## config.mk

```make
export PLATFORM = sky130hd
export DESIGN_NAME = atoc_timer
export DESIGN_NICKNAME = d
export VERILOG_FILES = /design/src/atoc_pkg.sv /design/src/atoc_timer.sv
export VERILOG_INCLUDE_DIRS = /design/src
export SDC_FILE = /design/constraint.sdc
export NUM_CORES = 1
export LEC_CHECK = 0
export BUFFER_PORTS_ARGS = -buffer_cell sky130_fd_sc_hd__buf_2
export CORE_ASPECT_RATIO = 0.9
export CORE_UTILIZATION = 42
export CTS_BUF_LIST = sky130_fd_sc_hd__clkbuf_16
export DETAILED_ROUTE_END_ITERATION = 12
export SYNTH_ARGS = -nofsm -noshare
export SYNTH_HDL_FRONTEND = slang
export SYNTH_SLANG_ARGS = --single-unit
```

## constraint.sdc

```tcl
create_clock -name CLK_SYS -period 3.1 [get_ports CLK_SYS]
set_clock_uncertainty 0.05 [all_clocks]
set_input_delay 0.62 -clock CLK_SYS [delete_from_list [all_inputs] [get_ports CLK_SYS]]
set_output_delay 0.62 -clock CLK_SYS [all_outputs]
set_load 0.03 [all_outputs]
```

## src/atoc_defines.svh

```systemverilog
// Register offsets, field positions, reset values and codes for the timer
`ifndef ATOC_DEFINES_SVH
`define ATOC_DEFINES_SVH

`define ATOC_OFF_CR1     12'h000
`define ATOC_OFF_SLAVE_CTRL_REG    12'h008
`define ATOC_OFF_IRQEN   12'h00C
`define ATOC_OFF_STATUS  12'h010
`define ATOC_OFF_EVGEN   12'h014
`define ATOC_OFF_CHMODE  12'h018
`define ATOC_OFF_CHEN    12'h020
`define ATOC_OFF_CNT     12'h024
`define ATOC_OFF_RELOAD  12'h02C
`define ATOC_OFF_CMP0    12'h034
`define ATOC_OFF_BDT     12'h044
`define ATOC_OFF_PRE     12'h048

`define ATOC_CR1_RUN     0
`define ATOC_CR1_OPM     3
`define ATOC_ST_UPD      0
`define ATOC_ST_COM      5
`define ATOC_ST_TRG      6
`define ATOC_EG_UG       0
`define ATOC_EG_COM      5
`define ATOC_IE_COMDMA   13

`define ATOC_SMS_TRIG    3'b110
`define ATOC_TS_FIN2     3'b110
`define ATOC_SEL_DIRECT  2'b01
`define ATOC_OM_FROZEN   3'b000
`define ATOC_OM_FLO      3'b100
`define ATOC_OM_FHI      3'b101
`define ATOC_OM_PWM1     3'b110
`define ATOC_OM_PWM2     3'b111

`define ATOC_RELOAD_RST  16'hFFFF
`define ATOC_STMASK      32'h0000_0061

`endif

```

## src/atoc_pkg.sv

```systemverilog
// Types shared by the timer output control block
package atoc_pkg;
	typedef struct packed {
		logic [11:0] paddr;
		logic        psel;
		logic        penable;
		logic        pwrite;
		logic [31:0] pwdata;
	} atoc_apb_req_s;

	typedef struct packed {
		logic [31:0] prdata;
		logic        pready;
		logic        pslverr;
	} atoc_apb_rsp_s;

	typedef struct packed {
		logic [2:0] mode;
		logic       main_en;
		logic       comp_en;
	} atoc_chcfg_s;

	typedef enum logic [1:0] {
		ATOC_IDLE,
		ATOC_RUN
	} atoc_run_e;
endpackage

```

## src/atoc_timer.sv

```systemverilog
// Output stage, commutation and one-pulse control of an advanced timer
// What this block does
// - Three protection levels freeze dead-time; only the top level also freezes output modes
// - Protection field accepts first write only
// - High filtered trigger clears reference until update
// - Clearing only in compare and PWM modes
// - Mode and enables preloaded, applied on commutation
// - Commutation from software bit or trigger rise
// - Commutation sets flag, interrupt and DMA request
// - Single-shot stops counter when it next reaches reload
// - Single-shot clear means counter runs repetitively
// - Slave trigger mode starts counter on edge
// - Select code picks filtered input two
// - Delay equals compare, pulse equals reload minus compare
// - Mode two rises at compare, falls at reload
// - Trigger edge sets counter run bit
// - Fast enable forces reference on trigger
// - Fast enable only in PWM modes
//
// The placing of the registers and register access over APB are this design's own decisions.
`timescale 1ns/1ps
`include "atoc_defines.svh"
module atoc_timer #(
	parameter int NCH = 4,
	parameter int CW  = 16
) (
	// Clock and reset
	input  wire logic                   CLK_SYS,
	input  wire logic                   NRST,
	// APB slave
	input  wire atoc_pkg::atoc_apb_req_s APB_REQ,
	output      atoc_pkg::atoc_apb_rsp_s APB_RSP,
	// Trigger inputs
	input  wire logic                   FILTERED_EXT_TRIGGER,
	input  wire logic                   TIMER_INPUT_TWO,
	input  wire logic                   TRIGGER_INPUT_EXT,
	// Channel outputs
	output      logic [NCH-1:0]         CHAN_OUT,
	output      logic [NCH-1:0]         CHAN_OUT_COMP,
	output      logic [NCH-1:0]         CHAN_REFERENCE,
	// Events
	output      logic                   IRQ,
	output      logic                   PHASE_SWITCH_DMA_REQ
);
	import atoc_pkg::*;

	typedef struct packed {
		logic [1:0]            lock;
		logic                  lock_written;
		logic [7:0]            deadtime;
		logic                  single_shot_mode;
		atoc_run_e             run;
		logic [2:0]            slave_mode_field;
		logic [2:0]            trigger_select;
		logic [1:0]            chan2_select;
		logic                  chan2_polarity;
		logic [15:0]           irq_en;
		logic [6:0]            status;
		logic [CW-1:0]         counter_value;
		logic [CW-1:0]         reload_value;
		logic [NCH-1:0][CW-1:0] compare;
		atoc_chcfg_s [NCH-1:0] pre_cfg;
		atoc_chcfg_s [NCH-1:0] act_cfg;
		logic [NCH-1:0]        ref_clear_enable;
		logic [NCH-1:0]        fast_enable;
		logic [NCH-1:0]        fast_held;
		logic [NCH-1:0]        ref_cleared;
		logic [NCH-1:0]        chan_reference;
		logic                  preload_on;
		logic                  trig_prev;
		logic                  tin_prev;
		logic                  dma_pulse;
		logic [31:0]           prdata;
	} atoc_state_s;

	atoc_state_s st_ff;
	atoc_state_s nxt_st;

	logic        wr;
	logic        rd;
	logic [31:0] wd;
	logic [11:0] ad;
	logic        mapped;
	logic        fin2;
	logic        trig_edge;
	logic        com_evt;
	logic        upd_evt;
	logic        ug;
	logic        at_reload;
	logic [31:0] rdv;

	assign wr = APB_REQ.psel && APB_REQ.penable && APB_REQ.pwrite;
	assign rd = APB_REQ.psel && !APB_REQ.penable && !APB_REQ.pwrite;
	assign wd = APB_REQ.pwdata;
	assign ad = APB_REQ.paddr;
	// Channel-2 input mapped directly, polarity flips the sense
	assign fin2 = (st_ff.chan2_select == `ATOC_SEL_DIRECT) &&
		(TIMER_INPUT_TWO ^ st_ff.chan2_polarity);

	always_comb begin
		case (ad)
		`ATOC_OFF_CR1, `ATOC_OFF_SLAVE_CTRL_REG, `ATOC_OFF_IRQEN, `ATOC_OFF_STATUS,
		`ATOC_OFF_EVGEN, `ATOC_OFF_CHMODE, `ATOC_OFF_CHEN, `ATOC_OFF_CNT,
		`ATOC_OFF_RELOAD, `ATOC_OFF_BDT, `ATOC_OFF_PRE:
			mapped = 1'b1;
		default:
			mapped = (ad >= `ATOC_OFF_CMP0) &&
				(ad < `ATOC_OFF_CMP0 + 12'(4 * NCH));
		endcase
	end

	always_comb begin
		rdv = 32'h0000_0000;
		case (ad)
		`ATOC_OFF_CR1: begin
			rdv[`ATOC_CR1_RUN] = (st_ff.run == ATOC_RUN);
			rdv[`ATOC_CR1_OPM] = st_ff.single_shot_mode;
		end
		`ATOC_OFF_SLAVE_CTRL_REG:
			rdv[6:0] = {st_ff.trigger_select, 1'b0, st_ff.slave_mode_field};
		`ATOC_OFF_IRQEN:   rdv[15:0] = st_ff.irq_en;
		`ATOC_OFF_STATUS:  rdv[6:0] = st_ff.status;
		`ATOC_OFF_CNT:     rdv[CW-1:0] = st_ff.counter_value;
		`ATOC_OFF_RELOAD:  rdv[CW-1:0] = st_ff.reload_value;
		`ATOC_OFF_BDT:     rdv[9:0] = {st_ff.lock, st_ff.deadtime};
		`ATOC_OFF_PRE:     rdv[0] = st_ff.preload_on;
		`ATOC_OFF_CHMODE: begin
			for (int i = 0; i < NCH; i++) begin
				rdv[8*i +: 8] = {st_ff.ref_clear_enable[i],
					st_ff.pre_cfg[i].mode, st_ff.fast_enable[i], 1'b0,
					(i == 1) ? st_ff.chan2_select : 2'b00};
			end
		end
		`ATOC_OFF_CHEN: begin
			for (int i = 0; i < NCH; i++) begin
				rdv[4*i +: 4] = {st_ff.pre_cfg[i].comp_en, 1'b0,
					(i == 1) ? st_ff.chan2_polarity : 1'b0,
					st_ff.pre_cfg[i].main_en};
			end
		end
		default: begin
			for (int i = 0; i < NCH; i++) begin
				if (ad == `ATOC_OFF_CMP0 + 12'(4 * i)) begin
					rdv[CW-1:0] = st_ff.compare[i];
				end
			end
		end
		endcase
	end

	always_comb begin
		logic [2:0] mode;
		logic       pwm_mode;
		logic       forced;
		logic       fast_go;
		logic       cmp_lvl;
		mode     = 3'h0;
		pwm_mode = 1'b0;
		forced   = 1'b0;
		fast_go  = 1'b0;
		cmp_lvl  = 1'b0;

		nxt_st = st_ff;
		nxt_st.dma_pulse = 1'b0;
		// Edge detectors idle low, matching the pins after reset
		nxt_st.trig_prev = TRIGGER_INPUT_EXT;
		nxt_st.tin_prev  = fin2;
		// Read data captured in setup so pready can stay high
		if (rd) begin
			nxt_st.prdata = rdv;
		end
		ug = wr && (ad == `ATOC_OFF_EVGEN) && wd[`ATOC_EG_UG];
		// Commutation by software bit or external trigger rising edge
		com_evt = (wr && (ad == `ATOC_OFF_EVGEN) && wd[`ATOC_EG_COM]) ||
			(TRIGGER_INPUT_EXT && !st_ff.trig_prev);
		trig_edge = (st_ff.slave_mode_field == `ATOC_SMS_TRIG) &&
			(st_ff.trigger_select == `ATOC_TS_FIN2) &&
			fin2 && !st_ff.tin_prev;
		at_reload = (st_ff.counter_value == st_ff.reload_value);
		upd_evt = ug || ((st_ff.run == ATOC_RUN) && at_reload);

		// Register writes
		if (wr) begin
			unique case (ad)
			`ATOC_OFF_CR1: begin
				nxt_st.single_shot_mode = wd[`ATOC_CR1_OPM];
				nxt_st.run = wd[`ATOC_CR1_RUN] ? ATOC_RUN : ATOC_IDLE;
			end
			`ATOC_OFF_SLAVE_CTRL_REG: begin
				nxt_st.slave_mode_field = wd[2:0];
				nxt_st.trigger_select = wd[6:4];
			end
			`ATOC_OFF_IRQEN:  nxt_st.irq_en = wd[15:0];
			`ATOC_OFF_STATUS: nxt_st.status = st_ff.status & ~wd[6:0];
			`ATOC_OFF_CNT:    nxt_st.counter_value = wd[CW-1:0];
			`ATOC_OFF_RELOAD: nxt_st.reload_value = wd[CW-1:0];
			`ATOC_OFF_PRE:    nxt_st.preload_on = wd[0];
			`ATOC_OFF_BDT: begin
				// Protection field only takes the first write after reset
				if (!st_ff.lock_written) begin
					nxt_st.lock = wd[9:8];
					nxt_st.lock_written = 1'b1;
				end
				// Dead-time frozen at any protection level
				if (st_ff.lock == 2'b00) begin
					nxt_st.deadtime = wd[7:0];
				end
			end
			`ATOC_OFF_CHMODE: begin
				for (int i = 0; i < NCH; i++) begin
					nxt_st.ref_clear_enable[i] = wd[8*i+7];
					nxt_st.fast_enable[i] = wd[8*i+2];
					// Output modes frozen at the top level
					if (st_ff.lock != 2'b11) begin
						nxt_st.pre_cfg[i].mode = wd[8*i+4 +: 3];
					end
					if (i == 1) begin
						nxt_st.chan2_select = wd[9:8];
					end
				end
			end
			`ATOC_OFF_CHEN: begin
				for (int i = 0; i < NCH; i++) begin
					nxt_st.pre_cfg[i].main_en = wd[4*i];
					nxt_st.pre_cfg[i].comp_en = wd[4*i+2];
					if (i == 1) begin
						nxt_st.chan2_polarity = wd[5];
					end
				end
			end
			default: begin
				for (int i = 0; i < NCH; i++) begin
					if (ad == `ATOC_OFF_CMP0 + 12'(4 * i)) begin
						nxt_st.compare[i] = wd[CW-1:0];
					end
				end
			end
			endcase
		end

		// Without preload, configuration applies at once
		if (!st_ff.preload_on) begin
			nxt_st.act_cfg = nxt_st.pre_cfg;
		end else if (com_evt) begin
			nxt_st.act_cfg = nxt_st.pre_cfg;
		end

		// Counter run control
		if (trig_edge) begin
			nxt_st.run = ATOC_RUN;
		end
		if (st_ff.run == ATOC_RUN) begin
			if (at_reload) begin
				nxt_st.counter_value = '0;
				if (st_ff.single_shot_mode) begin
					nxt_st.run = ATOC_IDLE;
				end // Repetitive otherwise
			end else begin
				nxt_st.counter_value = st_ff.counter_value + 1'b1;
			end
		end
		if (ug) begin
			nxt_st.counter_value = '0;
		end

		// Reference generation per channel
		for (int i = 0; i < NCH; i++) begin
			mode = st_ff.act_cfg[i].mode;
			pwm_mode = (mode == `ATOC_OM_PWM1) ||
				(mode == `ATOC_OM_PWM2);
			forced = (mode == `ATOC_OM_FLO) ||
				(mode == `ATOC_OM_FHI);
			fast_go = trig_edge && st_ff.fast_enable[i] && pwm_mode;

			unique case (mode)
			`ATOC_OM_FLO: cmp_lvl = 1'b0;
			`ATOC_OM_FHI: cmp_lvl = 1'b1;
			`ATOC_OM_PWM1:
				cmp_lvl = st_ff.counter_value < st_ff.compare[i];
			`ATOC_OM_PWM2:
				// Low again at reload: pulse is reload minus compare
				cmp_lvl = (st_ff.counter_value >= st_ff.compare[i]) &&
					!at_reload;
			default: begin
				cmp_lvl = st_ff.chan_reference[i];
				if (st_ff.counter_value == st_ff.compare[i]) begin
					unique case (mode)
					3'b001: cmp_lvl = 1'b1;
					3'b010: cmp_lvl = 1'b0;
					3'b011: cmp_lvl = !st_ff.chan_reference[i];
					default: cmp_lvl = st_ff.chan_reference[i];
					endcase
				end
			end
			endcase

			// A fast-started pulse keeps the match level until update
			if (st_ff.fast_held[i] && pwm_mode) begin
				cmp_lvl = (mode == `ATOC_OM_PWM2) && !at_reload;
			end

			// Counter idle in PWM holds the reference low
			if (pwm_mode && st_ff.run != ATOC_RUN) begin
				cmp_lvl = 1'b0;
			end

			// Fast path skips the comparator latency on the trigger
			if (fast_go) begin
				cmp_lvl = (mode == `ATOC_OM_PWM2);
			end
			if (upd_evt) begin
				nxt_st.fast_held[i] = 1'b0;
			end else if (fast_go) begin
				nxt_st.fast_held[i] = 1'b1;
			end

			// Clear latch is set only outside forced modes
			if (upd_evt) begin
				nxt_st.ref_cleared[i] = 1'b0;
			end else if (FILTERED_EXT_TRIGGER && st_ff.ref_clear_enable[i] &&
				!forced) begin
				nxt_st.ref_cleared[i] = 1'b1;
			end

			// A latch left from an earlier mode never masks forced levels
			nxt_st.chan_reference[i] = cmp_lvl &&
				!(nxt_st.ref_cleared[i] && !forced);
		end

		// Sticky flags; a new event wins over a software clear
		if (com_evt) begin
			nxt_st.status[`ATOC_ST_COM] = 1'b1;
			nxt_st.dma_pulse = st_ff.irq_en[`ATOC_IE_COMDMA];
		end
		if (upd_evt) begin
			nxt_st.status[`ATOC_ST_UPD] = 1'b1;
		end
		if (trig_edge) begin
			nxt_st.status[`ATOC_ST_TRG] = 1'b1;
		end
	end

	always_ff @(posedge CLK_SYS or negedge NRST) begin
		if (!NRST) begin
			st_ff <= '0;
			st_ff.run <= ATOC_IDLE;
			st_ff.reload_value <= `ATOC_RELOAD_RST;
		end else begin
			st_ff <= nxt_st;
		end
	end

	assign APB_RSP.prdata  = st_ff.prdata;
	// No wait states: every access ends after one access cycle
	assign APB_RSP.pready  = 1'b1;
	assign APB_RSP.pslverr = APB_REQ.psel && APB_REQ.penable && !mapped;

	// Interrupt enable bits share the status layout
	assign IRQ = |(st_ff.status & st_ff.irq_en[6:0] &
		7'(`ATOC_STMASK));
	assign PHASE_SWITCH_DMA_REQ = st_ff.dma_pulse;

	always_comb begin
		for (int i = 0; i < NCH; i++) begin
			CHAN_REFERENCE[i] = st_ff.chan_reference[i];
			CHAN_OUT[i] = st_ff.act_cfg[i].main_en &&
				st_ff.chan_reference[i];
			// Complement only when both sides are enabled
			CHAN_OUT_COMP[i] = st_ff.act_cfg[i].comp_en &&
				(st_ff.act_cfg[i].main_en ? !st_ff.chan_reference[i]
				: st_ff.chan_reference[i]);
		end
	end
endmodule

```

==> results_dict.tcl <==
set metrics [dict create \
    cp_slowest_stage_delay_ns 0.33 \
    grt.overflow.total 0 \
    fin_crit_sh_pct 90.24 \
    crit_path_top_delay_cell "buf_2" \
    synth-main-ff-cell "dfrtp_1" \
    startpoint_type "primary input" \
    cts_tree "yes" \
    avgSynthCellArea_um2 10.04 \
    area_delta_synth_final_pct 15.02 \
    required_ns 2.43 \
    root_buffer "clkbuf_16" \
    place_ws_ns 0.07733 \
    dieArea_mm2 0.03222 \
    drc 0 \
    drt_iter0_markers 1109 \
    clock_latency_ns 0.55 \
    ioPinCount 100 \
    peakVddDrop_v 0.0003923 \
    slew_violations 0 \
    yosys.area.top_type_share_pct 40.85 \
    post_cts_resized 0 \
    critPathKind "primary input to primary output" \
    drive_gt1_share_pct 24.44 \
    dpl.hpwl_um 35200 \
    grt_antenna_before_repair 1 \
    cts_sinks 232 \
    grt_max_degree 84 \
    cts_made_buffers 27 \
    yosysTopAreaCell "dfrtp_1" \
    routed_wl_um 47250 \
    yosys_warnings 0 \
    ff_latch_area_mm2 0.005826 \
    htreeDepth 1 \
    synth_top_family_by_area "compound AO/OA/AOI/OAI gates" \
    synth_edf_count 0 \
    synthTopCellsByArea "dfrtp_1 (41%), mux2_2 (8.3%), ha_1 (6.5%)" \
    gp_congestion 0.9649 \
    cts_setup_buffers 0 \
    setup_viol_count_final 0 \
    ys_types 83 \
    vias 10928 \
    slew_headroom_pct 43.92 \
    vias_per_cell 5.949 \
    holdBufCountCts 1 \
    status "completed" \
    whs_ns 0.1550 \
    synth.ff_latch_count 232 \
    synth_xor_area_share_pct 1.787 \
    critPathBufInv 2 \
    crit_chain "buf_2 -> nor2_1 -> xnor2_1 -> a21oi_1 -> o32a_1 -> o22ai_1 -> a221oi_2 -> buf_2" \
    crit_fanout 15 \
    cp_common_cell "buf_2" \
    path_clk_slew_ns 0.06 \
    worstPathArrival_ns 2.13 \
    final_nets 1530 \
    synthSimpleGateAreaFrac_pct 14.56 \
    rsz0062_at_grt "no" \
    critPathTopFamily "compound AO/OA/AOI/OAI gates" \
    tns_ns 0 \
    most-common-layout-cells "dfrtp_1 (216), nand2_1 (135), mux2_2 (98), o21ai_0 (91), buf_2 (85)" \
    max_cap_viol_count 0 \
    setup_ws_ns 0.3027 \
    cellLeakagePower_nw 7.268 \
    multi_input_area_mm2 0.006573 \
    p_per_area_mw_per_mm2 439.4 \
    core_mm2 0.03091 \
    worst_pin_slew_ns 0.8200 \
    insertedDiodeCount 0 \
    port_buffers 86 \
    hp-class "primary input to register" \
    chipWidth_um 189.1 \
    finalHoldViolations 0 \
    synth-compound-area-share_pct 15.44 \
    cp-end-kind "primary output" \
    layout_commonest_cell "dfrtp_1" \
    min_period_ns 2.797 \
    grt_pass1_wl_um 69860 \
    grt_pass1_vias 10588 \
    clock.fmax_ghz 0.3575 \
    die_h_um 170.4 \
    n_fill_cell 2874 \
    cts_buffer_depth 3 \
    async_flop_share_pct 100.0 \
    netlist_area_mm2 0.01323 \
    grt_util_all_layers_pct 29.68 \
    drtAntennaViolNets 0 \
    firstDrtPassIters 7 \
    rows 61 \
    start_util_pct 42.80 \
    synthCells 1318 \
    ys_seq_area_share_pct 44.03 \
    wire_per_inst_um 25.72 \
    synthAdderAreaFrac_pct 6.525 \
    synth_mux_area_share_pct 10.86 \
]
registers in the layout, summed over array words and instances, names as in the netlist:
signal and count:
APB_RSP 26, CHAN_REFERENCE 4, PHASE_SWITCH_DMA_REQ 1, st_ff 201
cell usage after synthesis, types with 5 or more instances:
library cell,instances
dfstp_2,16
buf_1,5
a21boi_0,5
nand4_1,24
a22o_1,21
a22oi_1,27
mux2i_1,22
a222oi_1,6
buf_2,17
nor3b_1,8
dfrtp_1,216
and3_1,18
a21o_1,7
o21ai_0,91
o21ai_1,6
nor4_1,12
nor3_1,13
nand2_1,135
nand2b_1,9
mux2_1,10
a221oi_1,9
o21a_1,5
buf_4,42
a21oi_1,40
nor2_1,64
xnor2_1,23
and2_1,11
o22ai_1,11
nand3_1,25
ha_1,69
and4_1,6
inv_1,71
mux2_2,98
a32oi_1,10
a31oi_1,25
nor2b_1,16
clkbuf_1,46
stage by stage:
step,utilization [%],area (µm²),cells,total power (W)
2_1_floorplan,-,13260,1323,0.003387
3_3_place_gp,46.46,14360,1788,0.003602
3_5_place_dp,46.46,14360,1788,0.003606
4_1_cts,49.23,15220,1837,0.006731
5_1_grt,49.23,15220,1837,0.006891
6_report,49.23,15220,1837,0.006687
routing by layer:
| metal | part of all wire (%) | track usage, % | vias up |
|---|---|---|---|
| met4 | 2.9 | 8.626 | 2 |
| met3 | 8.1 | 5.465 | 82 |
| met1 | 46 | 43.14 | 5456 |
| li1 | - | - | 4906 |
| met2 | 43 | 44.79 | 482 |
| met5 | 0.021 | 0 | - |
report_power, final:
part,internal (W),switching [W]
clock,0.00182,0.00131
combinational,0.000131,0.000339
sequential,0.00306,0.0000313
total,0.00501,0.00168
final cells by class:
cell class / instances / area share [%]
inverters: 71 / 1.751
well taps: 409 / 3.363
clock buffers: 27 / 4.440
flip-flops and latches: 232 / 38.28
repair buffers: 171 / 7.844
multi-input cells: 906 / 43.19
clock inverters: 21 / 1.126
path summary, 6_finish.rpt:
| check | slack (ns) | cells after the start | to | from |
|---|---|---|---|---|
| worst max-delay path | 0.30 | 8 | APB_RSP[0] | APB_REQ[38] |
| worst min-delay path | 0.16 | 1 | st_ff[34] | TRIGGER_INPUT_EXT |
| worst max register to register | 0.33 | 7 | CHAN_REFERENCE[3] | st_ff[188] |
| worst min register to register | 0.42 | 2 | APB_RSP[10] | APB_RSP[10] |
| max in group asynchronous | 1.61 | 3 | st_ff[170] | NRST |
| min in group asynchronous | 0.54 | 2 | APB_RSP[29] | NRST |
logic make-up (layout without fill, tap and decap cells):
group,after synthesis,after routing
buf+inv,185,290
other cells,2,7
flops,232,232
fa+ha+maj,69,69
xor+xnor,27,27
mux,130,130
simple gates,368,368
compound gates,305,305
Power figures use the tool's default switching activity.
